File: src/shared/pps_pkg.sv
`default_nettype none
package pps_pkg;
  // ----------------------------------------------------------------
  // register map
  // ----------------------------------------------------------------
  localparam logic [7:0] OFF_CFG   = 8'h00;
  localparam logic [7:0] OFF_ADDR  = 8'h04;
  localparam logic [7:0] OFF_CTRL  = 8'h08;
  localparam logic [7:0] OFF_PSEL  = 8'h0C;
  localparam logic [7:0] OFF_PDATA = 8'h10;
  localparam logic [7:0] OFF_STAT  = 8'h14;

  localparam int CFG_DIR_BIT  = 0;
  localparam int CFG_MOT_BIT  = 1;
  localparam int CFG_LOCK_BIT = 2;
  localparam int CFG_BEEP_BIT = 3;
  localparam int CFG_COMM_LSB = 4;
  localparam int CFG_BAUD_LSB = 8;

  localparam int CTL_START_BIT  = 0;
  localparam int CTL_STOP_BIT   = 1;
  localparam int CTL_SYSRST_BIT = 2;

  // ----------------------------------------------------------------
  // phase word layout and function codes
  // ----------------------------------------------------------------
  localparam int PW_FUNC_LSB = 0;
  localparam int PW_DIR_BIT  = 4;
  localparam int PW_ARG_LSB  = 8;
  localparam int PW_RATE_LSB = 16;

  localparam logic [3:0] FN_RATE  = 4'h0;
  localparam logic [3:0] FN_STOP  = 4'h1;
  localparam logic [3:0] FN_JUMP  = 4'h2;
  localparam logic [3:0] FN_PRSEL = 4'h3;

  localparam logic [5:0] PH_FIRST = 6'h01;
  localparam logic [5:0] PH_MAX   = 6'h29;
  localparam int         PH_DEPTH = 41;

  // ----------------------------------------------------------------
  // settings
  // ----------------------------------------------------------------
  localparam logic       DIR_INFUSE   = 1'b0;
  localparam logic       DIR_WITHDRAW = 1'b1;
  localparam logic       DMODE_RECIP  = 1'b0;
  localparam logic       DMODE_DUAL   = 1'b1;
  localparam logic [6:0] ADDR_MAX     = 7'h63;
  localparam logic [6:0] ADDR_RST     = 7'h00;
  localparam logic [1:0] COMM_ADDR    = 2'h0;
  localparam logic [1:0] COMM_REV     = 2'h1;
  localparam logic [1:0] COMM_SAME    = 2'h2;
  localparam logic [2:0] BAUD_300     = 3'h0;
  localparam logic [2:0] BAUD_1200    = 3'h1;
  localparam logic [2:0] BAUD_2400    = 3'h2;
  localparam logic [2:0] BAUD_9600    = 3'h3;
  localparam logic [2:0] BAUD_19200   = 3'h4;

  // ----------------------------------------------------------------
  // timing
  // ----------------------------------------------------------------
  localparam int CLK_PERIOD_NS = 5;
  localparam int BEEP_SHORT_NS = 50000000;
  localparam int BEEP_CYC      = BEEP_SHORT_NS / CLK_PERIOD_NS;

  typedef enum logic [2:0] {ST_BOOT, ST_IDLE, ST_FETCH, ST_RUN, ST_WSEL, ST_DONE} pps_seq_t;

  typedef struct packed {
    pps_seq_t    seq;
    logic [5:0]  phase;
    logic        dir;
    logic [15:0] rate;
    logic        dir_mode;
    logic        mot_cfg;
    logic        lock_en;
    logic        beep_en;
    logic [1:0]  comm;
    logic [2:0]  baud;
    logic [6:0]  addr;
    logic [5:0]  psel;
    logic [31:0] prdata;
    logic        pslverr;
    logic        chg_ok;
    logic        lock_ind;
    logic        mot;
    logic        beep;
    logic [23:0] beep_cnt;
  } pps_state_t;

  typedef struct packed {
    logic s1;
    logic s2;
    logic s3;
  } pps_sync_t;
endpackage
`default_nettype wire

File: src/core/pps_sync.sv
`timescale 1ns/10ps
`default_nettype none
module pps_sync (
  input  wire logic clk_in,
  input  wire logic rstn_in,
  input  wire logic pin_in,
  output logic      level_out,
  output logic      rise_out,
  output logic      fall_out
);
  pps_pkg::pps_sync_t s_q;
  pps_pkg::pps_sync_t s_d;

  always_comb begin
    s_d    = s_q;
    s_d.s1 = pin_in;
    s_d.s2 = s_q.s1;
    s_d.s3 = s_q.s2;
  end

  // reset to idle-high so a released pin does not fake an edge
  always_ff @(posedge clk_in or negedge rstn_in) begin
    if (!rstn_in) begin
      s_q <= '{s1: 1'b1, s2: 1'b1, s3: 1'b1};
    end else begin
      s_q <= s_d;
    end
  end

  // only s2 and s3 are looked at; s1 feeds s2 alone
  assign level_out = s_q.s2;
  assign rise_out  = s_q.s2 & ~s_q.s3;
  assign fall_out  = ~s_q.s2 & s_q.s3;
endmodule
`default_nettype wire

File: src/core/pps_core.sv
// Chosen here: the APB register port and the register addresses.
`timescale 1ns/10ps
`default_nettype none
module pps_core #(
  parameter int BEEP_CYC = pps_pkg::BEEP_CYC
) (
  input  wire logic        clk_in,
  input  wire logic        rstn_in,
  input  wire logic        psel_in,
  input  wire logic        penable_in,
  input  wire logic        pwrite_in,
  input  wire logic [7:0]  paddr_in,
  input  wire logic [31:0] pwdata_in,
  output logic [31:0]      prdata_out,
  output logic             pready_out,
  output logic             pslverr_out,
  input  wire logic        dir_pin_in,
  input  wire logic        prog_pin_in,
  input  wire logic        key_start_in,
  input  wire logic        key_stop_in,
  input  wire logic        key_change_in,
  input  wire logic        key_any_in,
  input  wire logic        sel_go_in,
  input  wire logic        ttl_start_in,
  input  wire logic        ttl_stop_in,
  input  wire logic        motor_moving_in,
  input  wire logic        pause_timer_in,
  input  wire logic        phase_done_in,
  output logic             motor_run_out,
  output logic             beeper_out,
  output logic             locked_indication_out,
  output logic             change_ok_out,
  output logic             running_out,
  output logic             pump_dir_out,
  output logic [15:0]      rate_out,
  output logic [5:0]       phase_out,
  output logic [6:0]       net_addr_out,
  output logic [2:0]       baud_sel_out,
  output logic             sec_active_out,
  output logic             sec_run_out,
  output logic             sec_dir_out,
  output logic [15:0]      sec_rate_out
);
  // ----------------------------------------------------------------
  // pin synchronisers
  // ----------------------------------------------------------------
  logic [1:0] pin_raw;
  logic [1:0] pin_lvl;
  logic [1:0] pin_rise;
  logic [1:0] pin_fall;

  assign pin_raw = {prog_pin_in, dir_pin_in};

  for (genvar i = 0; i < 2; i++) begin : g_sync
    pps_sync u_sync (
      .clk_in    (clk_in),
      .rstn_in   (rstn_in),
      .pin_in    (pin_raw[i]),
      .level_out (pin_lvl[i]),
      .rise_out  (pin_rise[i]),
      .fall_out  (pin_fall[i])
    );
  end

  // ----------------------------------------------------------------
  // program store
  // ----------------------------------------------------------------
  pps_pkg::pps_state_t s_q;
  pps_pkg::pps_state_t s_d;
  logic [31:0]         mem [0:pps_pkg::PH_DEPTH-1];
  logic                nv_lock_q;
  logic [31:0]         ph_word;
  logic [31:0]         ph_first;
  logic [31:0]         ph_sel;

  function automatic logic [5:0] sat_phase(input logic [7:0] v);
    if (v > 8'(pps_pkg::PH_MAX)) begin
      sat_phase = pps_pkg::PH_MAX;
    end else if (v == 8'h00) begin
      sat_phase = pps_pkg::PH_FIRST;
    end else begin
      sat_phase = v[5:0];
    end
  endfunction

  assign ph_word  = mem[s_q.phase - 6'h01];
  assign ph_first = mem[0];
  assign ph_sel   = mem[s_q.psel - 6'h01];

  // ----------------------------------------------------------------
  // apb decode
  // ----------------------------------------------------------------
  logic apb_wr;
  logic apb_setup;
  logic mapped;
  logic ctl_wr;

  assign apb_wr    = psel_in & penable_in & pwrite_in;
  assign apb_setup = psel_in & ~penable_in;
  assign ctl_wr    = apb_wr && (paddr_in == pps_pkg::OFF_CTRL);

  always_comb begin
    if (paddr_in == pps_pkg::OFF_CFG) begin
      mapped = 1'b1;
    end else if (paddr_in == pps_pkg::OFF_ADDR) begin
      mapped = 1'b1;
    end else if (paddr_in == pps_pkg::OFF_CTRL) begin
      mapped = 1'b1;
    end else if (paddr_in == pps_pkg::OFF_PSEL) begin
      mapped = 1'b1;
    end else if (paddr_in == pps_pkg::OFF_PDATA) begin
      mapped = 1'b1;
    end else if (paddr_in == pps_pkg::OFF_STAT) begin
      mapped = 1'b1;
    end else begin
      mapped = 1'b0;
    end
  end

  // no power-on clear: the program and its lockout copy stand for nvram
  always_ff @(posedge clk_in) begin
    if (apb_wr && mapped && paddr_in == pps_pkg::OFF_PDATA) begin
      mem[s_q.psel - 6'h01] <= pwdata_in;
    end
    if (ctl_wr && pwdata_in[pps_pkg::CTL_SYSRST_BIT]) begin
      nv_lock_q <= 1'b0;
    end else if (apb_wr && paddr_in == pps_pkg::OFF_CFG) begin
      nv_lock_q <= pwdata_in[pps_pkg::CFG_LOCK_BIT];
    end
  end

  // ----------------------------------------------------------------
  // next state
  // ----------------------------------------------------------------
  logic start_req;
  logic stop_req;
  logic sysrst_req;
  logic locked;
  logic running;

  assign start_req  = key_start_in | ttl_start_in | (ctl_wr & pwdata_in[pps_pkg::CTL_START_BIT]);
  assign stop_req   = key_stop_in | ttl_stop_in | (ctl_wr & pwdata_in[pps_pkg::CTL_STOP_BIT]);
  assign sysrst_req = ctl_wr & pwdata_in[pps_pkg::CTL_SYSRST_BIT];
  assign locked     = s_q.lock_en & pin_lvl[1];
  assign running    = (s_q.seq == pps_pkg::ST_FETCH) || (s_q.seq == pps_pkg::ST_RUN) ||
                      (s_q.seq == pps_pkg::ST_WSEL);

  always_comb begin
    s_d        = s_q;
    s_d.chg_ok = 1'b0;
    case (s_q.seq)
      pps_pkg::ST_BOOT: begin
        if (nv_lock_q && ph_first[pps_pkg::PW_FUNC_LSB +: 4] == pps_pkg::FN_PRSEL) begin
          s_d.seq   = pps_pkg::ST_FETCH;
          s_d.phase = pps_pkg::PH_FIRST;
        end else begin
          s_d.seq = pps_pkg::ST_IDLE;
        end
      end
      pps_pkg::ST_IDLE, pps_pkg::ST_DONE: begin
        if (start_req) begin
          s_d.seq   = pps_pkg::ST_FETCH;
          s_d.phase = pps_pkg::PH_FIRST;
        end
      end
      pps_pkg::ST_FETCH: begin
        case (ph_word[pps_pkg::PW_FUNC_LSB +: 4])
          pps_pkg::FN_STOP: begin
            s_d.seq = pps_pkg::ST_DONE;
          end
          pps_pkg::FN_JUMP: begin
            s_d.phase = sat_phase({2'b00, ph_word[pps_pkg::PW_ARG_LSB +: 6]});
          end
          pps_pkg::FN_PRSEL: begin
            s_d.seq = pps_pkg::ST_WSEL;
          end
          default: begin
            s_d.rate = ph_word[pps_pkg::PW_RATE_LSB +: 16];
            s_d.dir  = ph_word[pps_pkg::PW_DIR_BIT];
            s_d.seq  = pps_pkg::ST_RUN;
          end
        endcase
      end
      pps_pkg::ST_RUN, pps_pkg::ST_WSEL: begin
        if ((s_q.seq == pps_pkg::ST_RUN && phase_done_in) ||
            (s_q.seq == pps_pkg::ST_WSEL && sel_go_in)) begin
          if (s_q.phase == pps_pkg::PH_MAX) begin
            s_d.seq = pps_pkg::ST_DONE;
          end else begin
            s_d.phase = s_q.phase + 6'h01;
            s_d.seq   = pps_pkg::ST_FETCH;
          end
        end
      end
      default: begin
        s_d.seq = pps_pkg::ST_IDLE;
      end
    endcase
    if (stop_req && running) begin
      s_d.seq = pps_pkg::ST_IDLE;
    end
    // the pin wins over a phase load in the same cycle
    if (pin_rise[0]) begin
      s_d.dir = (s_q.dir_mode == pps_pkg::DMODE_DUAL) ? pps_pkg::DIR_INFUSE :
                pps_pkg::DIR_WITHDRAW;
    end else if (pin_fall[0]) begin
      s_d.dir = (s_q.dir_mode == pps_pkg::DMODE_DUAL) ? pps_pkg::DIR_WITHDRAW :
                pps_pkg::DIR_INFUSE;
    end
    // keypad edits; serial writes below ignore the lockout
    if (key_change_in) begin
      if (locked) begin
        s_d.lock_ind = 1'b1;
      end else begin
        s_d.chg_ok   = 1'b1;
        s_d.lock_ind = 1'b0;
      end
    end else if (key_any_in) begin
      s_d.lock_ind = 1'b0;
    end
    if (key_any_in && s_q.beep_en) begin
      s_d.beep_cnt = 24'(BEEP_CYC);
    end else if (s_q.beep_cnt != 24'h000000) begin
      s_d.beep_cnt = s_q.beep_cnt - 24'h000001;
    end
    if (apb_wr && paddr_in == pps_pkg::OFF_CFG) begin
      s_d.dir_mode = pwdata_in[pps_pkg::CFG_DIR_BIT];
      s_d.mot_cfg  = pwdata_in[pps_pkg::CFG_MOT_BIT];
      s_d.lock_en  = pwdata_in[pps_pkg::CFG_LOCK_BIT];
      s_d.beep_en  = pwdata_in[pps_pkg::CFG_BEEP_BIT];
      if (pwdata_in[pps_pkg::CFG_COMM_LSB +: 2] <= pps_pkg::COMM_SAME) begin
        s_d.comm = pwdata_in[pps_pkg::CFG_COMM_LSB +: 2];
      end
      if (pwdata_in[pps_pkg::CFG_BAUD_LSB +: 3] <= pps_pkg::BAUD_19200) begin
        s_d.baud = pwdata_in[pps_pkg::CFG_BAUD_LSB +: 3];
      end
    end
    if (apb_wr && paddr_in == pps_pkg::OFF_ADDR && pwdata_in[6:0] <= pps_pkg::ADDR_MAX &&
        pwdata_in[31:7] == 25'h0000000) begin
      s_d.addr = pwdata_in[6:0];
    end
    if (apb_wr && paddr_in == pps_pkg::OFF_PSEL) begin
      s_d.psel = sat_phase((pwdata_in[31:8] != 24'h000000) ? 8'hFF : pwdata_in[7:0]);
    end
    if (sysrst_req) begin
      s_d.lock_en = 1'b0;
      s_d.seq     = pps_pkg::ST_IDLE;
    end
    s_d.mot  = running & (motor_moving_in | (s_q.mot_cfg & pause_timer_in));
    s_d.beep = s_q.beep_en & ((s_q.seq == pps_pkg::ST_DONE) || (s_q.seq == pps_pkg::ST_WSEL) ||
               (s_q.beep_cnt != 24'h000000));
    if (apb_setup) begin
      s_d.pslverr = ~mapped;
      if (paddr_in == pps_pkg::OFF_CFG) begin
        s_d.prdata = {21'h000000, s_q.baud, 2'b00, s_q.comm,
                      s_q.beep_en, s_q.lock_en, s_q.mot_cfg, s_q.dir_mode};
      end else if (paddr_in == pps_pkg::OFF_ADDR) begin
        s_d.prdata = {25'h0000000, s_q.addr};
      end else if (paddr_in == pps_pkg::OFF_PSEL) begin
        s_d.prdata = {26'h0000000, s_q.psel};
      end else if (paddr_in == pps_pkg::OFF_PDATA) begin
        s_d.prdata = ph_sel;
      end else if (paddr_in == pps_pkg::OFF_STAT) begin
        s_d.prdata = {19'h00000, ~pin_lvl[1], locked, s_q.dir, s_q.phase, 1'b0, s_q.seq};
      end else begin
        s_d.prdata = 32'h00000000;
      end
    end
  end

  always_ff @(posedge clk_in or negedge rstn_in) begin
    if (!rstn_in) begin
      s_q <= '{seq: pps_pkg::ST_BOOT, phase: pps_pkg::PH_FIRST, dir: pps_pkg::DIR_INFUSE,
               dir_mode: pps_pkg::DMODE_RECIP, comm: pps_pkg::COMM_ADDR,
               baud: pps_pkg::BAUD_19200, addr: pps_pkg::ADDR_RST,
               psel: pps_pkg::PH_FIRST, default: '0};
    end else begin
      s_q <= s_d;
    end
  end

  // ----------------------------------------------------------------
  // outputs
  // ----------------------------------------------------------------
  assign prdata_out            = s_q.prdata;
  assign pready_out            = 1'b1;
  assign pslverr_out           = s_q.pslverr;
  assign motor_run_out         = s_q.mot;
  assign beeper_out            = s_q.beep;
  assign locked_indication_out = s_q.lock_ind;
  assign change_ok_out         = s_q.chg_ok;
  assign running_out           = running;
  assign pump_dir_out          = s_q.dir;
  assign rate_out              = s_q.rate;
  assign phase_out             = s_q.phase;
  assign net_addr_out          = s_q.addr;
  assign baud_sel_out          = s_q.baud;
  assign sec_active_out        = (s_q.comm != pps_pkg::COMM_ADDR);
  assign sec_run_out           = sec_active_out & running;
  assign sec_dir_out           = (s_q.comm == pps_pkg::COMM_REV) ? ~s_q.dir : s_q.dir;
  assign sec_rate_out          = sec_active_out ? s_q.rate : 16'h0000;
endmodule
`default_nettype wire

File: config.mk
export PLATFORM = sky130hd
export DESIGN_NAME = pps_core
export DESIGN_NICKNAME = d
export VERILOG_FILES = /design/src/shared/pps_pkg.sv /design/src/core/pps_sync.sv /design/src/core/pps_core.sv
export SDC_FILE = /design/constraint.sdc
export NUM_CORES = 2
export LEC_CHECK = 0
export ABC_AREA = 0
export BUFFER_PORTS_ARGS = -buffer_cell sky130_fd_sc_hd__clkbuf_2
export CAP_MARGIN = 5
export CORE_ASPECT_RATIO = 0.9
export CORE_MARGIN = 5
export CORE_UTILIZATION = 30
export CTS_CLUSTER_DIAMETER = 50
export DETAILED_ROUTE_END_ITERATION = 8
export GPL_ROUTABILITY_DRIVEN = 1
export GPL_TIMING_DRIVEN = 0
export PLACE_DENSITY = 0.46
export SLEW_MARGIN = 5
export SYNTH_ARGS = -nofsm -noshare
export SYNTH_HDL_FRONTEND = slang
export SYNTH_SLANG_ARGS = --single-unit
File: constraint.sdc
create_clock -name clk_in -period 8 [get_ports clk_in]
set_input_delay 1.6 -clock clk_in [delete_from_list [all_inputs] [get_ports clk_in]]
set_output_delay 1.6 -clock clk_in [all_outputs]
set_load 0.1 [all_outputs]
---- After elaboration in Yosys (flattened, before gate mapping) ----
Memory sizes are Yosys's and may differ from the RTL's.
Index checks and enable logic that the tools add are counted.
word-level totals
  bits in registers ....................... 115
  bits in writable memories ............... 1,312
  output and inout bits ................... 91
  memories ................................ 1
memories
  memory  words  bits a word  read ports  clocked after memory_dff  wr ports  line            RTL
  mem     41     32           3           0                         1         pps_core.sv:70  logic [31:0] mem [0:pps_pkg::PH_DEPTH-1];
operators by class
  add/subtract/negate cells ............... 4
  magnitude comparators ................... 5
  equal/unequal tests ..................... 25
  multiplexer cells ....................... 49
  bitwise gates (word level) .............. 25
  reduce and logical (&&, ||, !) cells .... 41
operators with widths
  operator                 number
  $mux W32                 4
  $mux W24                 2
  $reduce_bool A24 Y1      2
  $mux W6                  7
  $mux W17                 2
  $logic_not A25 Y1        1
  $pmux W6 S4              1
  $sub A24 B1 Y24 const B  1
  $mux W1                  19
  $mux W9                  2
  $eq A8 B4 Y1 const B     2
  $eq A8 B5 Y1 const B     2
  $logic_not A8 Y1         2
  $mux W16                 1
  $logic_and A1 B1 Y1      14
  $and A1 B1 Y1            13
  $mux W13                 1
  $eq A4 B2 Y1 const B     3
  $mux W3                  4
  $ne A4 B4 Y1 const B     3
  $pmux W3 S4              1
  $sub A6 B1 Y6 const B    2
  $pmux W3 S3              1
  $eq A8 B3 Y1 const B     1
  other kinds (31)         58

---- Depth between registers and ports, before layout ----
  word-level depth ........................ 11
  mapped depth ............................ 19

---- By module ----
A second synthesis with hierarchy kept.
unflattened totals
  cell total of the unflattened synthesis .. 4,089
  area total of the unflattened synthesis .. 65,326.4 um^2
modules (own cells, without submodules)
  module    times used  cells each  area each (um^2)  seq. area each (um^2)
  pps_core  1           4,079       65,138.7          42,149.2
  pps_sync  2           5           93.8              78.8

---- Worst setup path after synthesis ----
No wires, ideal clock.
  path kind ............................... reg-to-reg
  start ................................... register s_q[61] (netlist bit)
  end ..................................... memory mem[40][0] (enable)
  data arrival time ....................... 6.804 ns
  path slack .............................. 0.683 ns
  cell stages (with the launch flop) ...... 15
  buffers on the path ..................... 8
  period minus slack after synthesis ...... 7.317 ns
  path through ............................ dfstp_2 > buf_2 > clkbuf_1 > inv_1 > clkbuf_1 > clkbuf_1 > ha_1 > xnor2_1 > and2_1 > clkbuf_1 > clkbuf_1 > clkbuf_1 > clkbuf_1 > nand2_1 > nor4b_1
on the way
  longest elaborated chain between the ends .. 1
ends and longest elaborated chain
  what                      line             RTL
  start: declaration        pps_core.sv:68   pps_pkg::pps_state_t s_q;
  start signal: assignment  pps_core.sv:273  s_q <= '{seq: pps_pkg::ST_BOOT, phase: pps_pkg::PH_FIRST, dir: pps_pkg::DIR_INFUSE,
  $sub A6 B1 Y6             pps_core.sv:123  mem[s_q.psel - 6'h01] <= pwdata_in;
  end: declaration          pps_core.sv:70
Every way passes these cells.

---- Worst setup path after layout ----
  start ................................... register s_q[61] (netlist bit)
  end ..................................... memory mem[22][23] (enable)
The elaborated chain is that of the path after synthesis.

==> results by stage <==
Global route:
- The number of global-route vias before repair is about 43000.
- The first global-routing pass estimated 389000 µm of wire.
- The initial antenna violation count is 25.
- Entering global routing, the biggest net connects ~80 pins.
- Global routing used 25.2% of the available tracks.
- The overflow left after global routing is 0.

Outcome:
- The checks that failed: max-capacitance violations, max-slew violations, negative setup slack.
- The run finished, with violations left.

STA:
- The relative max-transition margin is -4.75%.
- For the finished layout, the period the worst path requires is 8.04 ns.
- Setup repair after global routing left no endpoint under its margin.
- The number of endpoints failing setup at the final stage is 24.
- The period utilization is 100%.
- Setup slack on the critical path of the routed design comes to -0.0393 ns.
- The post-route clock skew is about 0.048 ns.
- The final number of max-transition violations is between 40 and 50.
- The total count of hold-check failures in the final report came to 0.
- At the pin with the least slew margin, the transition time is 1.57 ns.
- Based on the critical path, the design can be clocked at up to 124 MHz.
- Hold timing on the final database bottoms out at a slack of 0.357 ns.

Finish:
- The top cell types in the final layout, fill and taps aside, are 1312 x sky130_fd_sc_hd__edfxtp_1, 596 x sky130_fd_sc_hd__mux2i_1, 284 x sky130_fd_sc_hd__mux4_2, 207 x sky130_fd_sc_hd__a22oi_1, 162 x sky130_fd_sc_hd__clkbuf_2.
- Leaving out fill and tap cells, the most frequent cell in the layout is sky130_fd_sc_hd__edfxtp_1.
- In the final layout, the share of cells above drive strength 1 is a little under a quarter.
- The post-layout net count is 4527.
- Leaving out filler cells and counting taps, the final layout contains 7478.
- The area growth from synthesis to layout is 18.0%.

Pwr:
- The combinational power share is 35.2%.
- The leakage component of the power is 24.2 nW.
- The internal portion of the total power is 15.2 mW.
- The switching share of total power is 37.4%.
- Per report_power, the clock group accounts for 30.4% of the total.
- VDD sags by at most 0.343 mV.
- The proportion of power drawn by flip-flops and latches is 34.4%.
- The switching component of the power is 9.06 mW.
- The completed layout was analyzed and its total power is 24.2 mW.
- In this run the power density over the cells is 314 nW/µm².

Placement:
- Detailed placement ended at an HPWL of 201000 µm.
- The number of port buffers is between 100 and 150.
- The congestion estimate from routability-driven global placement came to 0.921.
- The setup slack after placement is -1.92 ns.
- The cell total after placement is 7176.

Drt:
- In the final routed layout, each cell accounts on average for 39.4 µm.
- The total number of vias is ~45000.
- The pre-antenna-repair detailed-routing pass consisted of 6 iterations.
- The DRC violation total after the first TritonRoute iteration is around 7300.
- The number of vias per cell after detailed routing is ~6.
- The routed design has a little under 300000 µm of wire.
- The post-detailed-route DRC marker count is 0.
- The number of routed nets with antenna violations is 0.

Job:
- The count of max-cap constraint violations is 4.

Synth:
- The mean area per synthesized cell is 16.1 µm².
- Among all flip-flop cells after synthesis, the most frequent one is sky130_fd_sc_hd__edfxtp_1.
- After synthesis the cells add up to 65300 µm².
- Synthesis inferred ~1400 register bits.
- The number of flops mapped to enable cells by yosys is 1312.
- When the netlist entered floorplanning its net count stood at between 4000 and 5000.
- The Yosys warning count is 0.
- For this run, the register share of the synthesized area comes to around two thirds.
- The number of distinct library cells after synthesis is 98.
- The cell count after synthesis is just over 4000.
- The fraction of synthesis flops using an asynchronous set or reset pin is around 8.0%.

Setup path:
- The start-to-end type of the worst setup path is reg -> reg.
- Traced cell by cell, the critical path runs through buf_2, inv_1, clkbuf_1, clkbuf_2, ha_1, xnor2_1, nor2_2, clkbuf_1, clkbuf_2, clkbuf_1, nand2_1, nor2_4, buf_16, buf_12.
- In this design, the stage delay of the slowest critical-path cell is 0.88 ns.
- The sum of buffers and inverters on the critical path is 9.
- At the worst endpoint, the required time is about 8.5 ns.
- The origin of the worst setup path is s_q[61].
- The startpoint of the worst register-to-register path is s_q[61].
- The slowest stage of the critical path is the sky130_fd_sc_hd__clkbuf_1 cell.
- The critical path launch point type is a flop.
- Of all nets on the critical path, the largest fanout is 15.
- The cell that appears most often on the critical path is sky130_fd_sc_hd__clkbuf_1.
- Among cell families on the critical path, the largest total delay comes from buffers and inverters.
- STA puts the critical path data arrival time at 8.55 ns.
- The element type at the critical path end is a flop.

Clock tree:
- The clock passes through at most 3 buffers.
- In this run the number of H-tree levels came out at 4.
- In this run, CTS created clock tree buffers numbering 159.
- The clock reaches the later pin of the worst-skew pair after 0.83 ns.
- The sink count of the clock tree is 1427.
- After clock tree synthesis, the clock-pin slew on the worst setup and hold paths is 0.06 ns.
- TritonCTS built the clock tree.
- The clock root buffer is sky130_fd_sc_hd__clkbuf_16.
- The number of buffers inserted by post-CTS setup repair is 0.

Floorplanning:
- The total area inside the core boundary comes to ~220000 µm².
- The area of the die is about 230000 µm².
- Row generation in the floorplan step produced roughly 160 rows.
- The number of top-level pins is 148.
- Once the floorplan was initialized, standard cells occupied 30.2% of the core.
- The die extent in y is roughly 450 µm.
- The die extent in x is 502 µm.

Min path:
- The launch instance of the worst min-delay path is g_sync[1].u_sync.s_d[1].
- The type of the tightest min-delay check is reg -> reg.
repair_timing:
action                     4_1_cts  5_1_grt
resized for setup                6        5
hold buffers                     0        0
pin swaps                        0        0
setup endpoints to repair     1325       71
kinds of logic (layout without fill, tap and decap cells):
logic type | after synthesis | count (layout) | synth area share [%]
AOI/OAI and AO/OA | 781 | 781 | 8.40
muxes | 901 | 901 | 19.4
DFF | 1427 | 1427 | 64.7
buffers and inverters | 397 | 928 | 3.06
other | 1 | 8 | 0.00574
adders and majority gates | 5 | 5 | 0.0958
xor gates and xnor gates | 27 | 27 | 0.385
and+or+nand+nor | 531 | 531 | 3.90
worst reg2reg max path, delay by kind of cell (launching register included):
family | cells | cell delay (ns)
buffers and inverters | 9 | 4.57
DFF | 1 | 0.51
adders and majority gates | 1 | 0.42
xor gates and xnor gates | 1 | 0.25
and+or+nand+nor | 3 | 1.96
registers in the layout, indices dropped and copies added (netlist names), 2 cells and up:
| name | flops |
|---|---|
| prdata_out | 32 |
| g_sync.u_sync.level_out | 2 |
| rate_out | 16 |
| net_addr_out | 7 |
| phase_out | 6 |
| s_q | 39 |
| g_sync.u_sync.s_d | 2 |
| mem | 1312 |
| baud_sel_out | 3 |
Yosys cell counts, types with 23 or more instances:
cell type,number,area [µm²]
sky130_fd_sc_hd__o22ai_1,100,626
sky130_fd_sc_hd__a21oi_1,133,666
sky130_fd_sc_hd__a221oi_1,44,385
sky130_fd_sc_hd__mux4_2,284,6400
sky130_fd_sc_hd__buf_1,35,131
sky130_fd_sc_hd__dfrtp_1,106,2650
sky130_fd_sc_hd__buf_2,95,475
sky130_fd_sc_hd__nand2_1,133,499
sky130_fd_sc_hd__o21ai_0,79,395
sky130_fd_sc_hd__a22oi_1,207,1550
sky130_fd_sc_hd__clkbuf_1,142,533
sky130_fd_sc_hd__nor3_1,53,265
sky130_fd_sc_hd__nand3_1,36,180
sky130_fd_sc_hd__edfxtp_1,1312,39400
sky130_fd_sc_hd__mux2i_1,596,5970
sky130_fd_sc_hd__inv_1,33,124
sky130_fd_sc_hd__o221ai_1,40,350
sky130_fd_sc_hd__a221o_1,23,230
sky130_fd_sc_hd__nor2_1,177,664
sky130_fd_sc_hd__o21ai_1,26,130
sky130_fd_sc_hd__buf_4,80,601
sky130_fd_sc_hd__nor4_1,35,219
power groups by stage:
| stage | Combinational (mW) | Sequential (mW) | Clock, mW |
|---|---|---|---|
| detailed placement | 8.37 | 8.48 | 0 |
| finish | 8.53 | 8.33 | 7.37 |
| global route | 8.64 | 8.33 | 7.72 |
| CTS | 8.38 | 8.33 | 7.42 |
| floorplan | 4.83 | 8.49 | 0 |
| global placement | 8.33 | 8.48 | 0 |
per-layer routing:
| metal | GRT usage [%] | vias up | share of wire (%) |
|---|---|---|---|
| met1 | 35.1 | 24100 | 41 |
| li1 | - | 17500 | - |
| met5 | 0 | - | 0.013 |
| met2 | 37.9 | 2906 | 44 |
| met3 | 5.76 | 552 | 10 |
| met4 | 10.7 | 6 | 4.8 |
through the flow:
step / setup TNS (ns) / utilization [%] / instance area [µm²]
6_report: -0.460 / 35.6 / 77100
5_1_grt: 0 / 35.6 / 77100
4_1_cts: 0 / 35.6 / 77000
3_5_place_dp: -981.95 / 33.2 / 71900
3_3_place_gp: -5460.30 / 32.1 / 69700
2_1_floorplan: 0 / - / 65300
final cells by class:
type	instances	area [µm²]
flip-flops and latches	1427	42300
inverters	33	124
clock inverters	99	905
fillers	20500	140000
well taps	2870	3590
repair buffers	237	2600
plain buffers	361	1910
diodes	7	17.5
multi-input cells	2246	21500
clock buffers	198	4200
final timing paths:
path	depth (start not counted)	slack [ns]	to
worst max register to register	14	-0.04	mem[22][23]
min in group asynchronous	1	0.72	s_q[14]
worst max-delay path	14	-0.04	mem[22][23]
max in group asynchronous	2	6.42	rate_out[12]
worst min-delay path	0	0.36	g_sync[1].u_sync.level_out
worst min register to register	0	0.36	g_sync[1].u_sync.level_out
(Power assumes the default switching activity.)
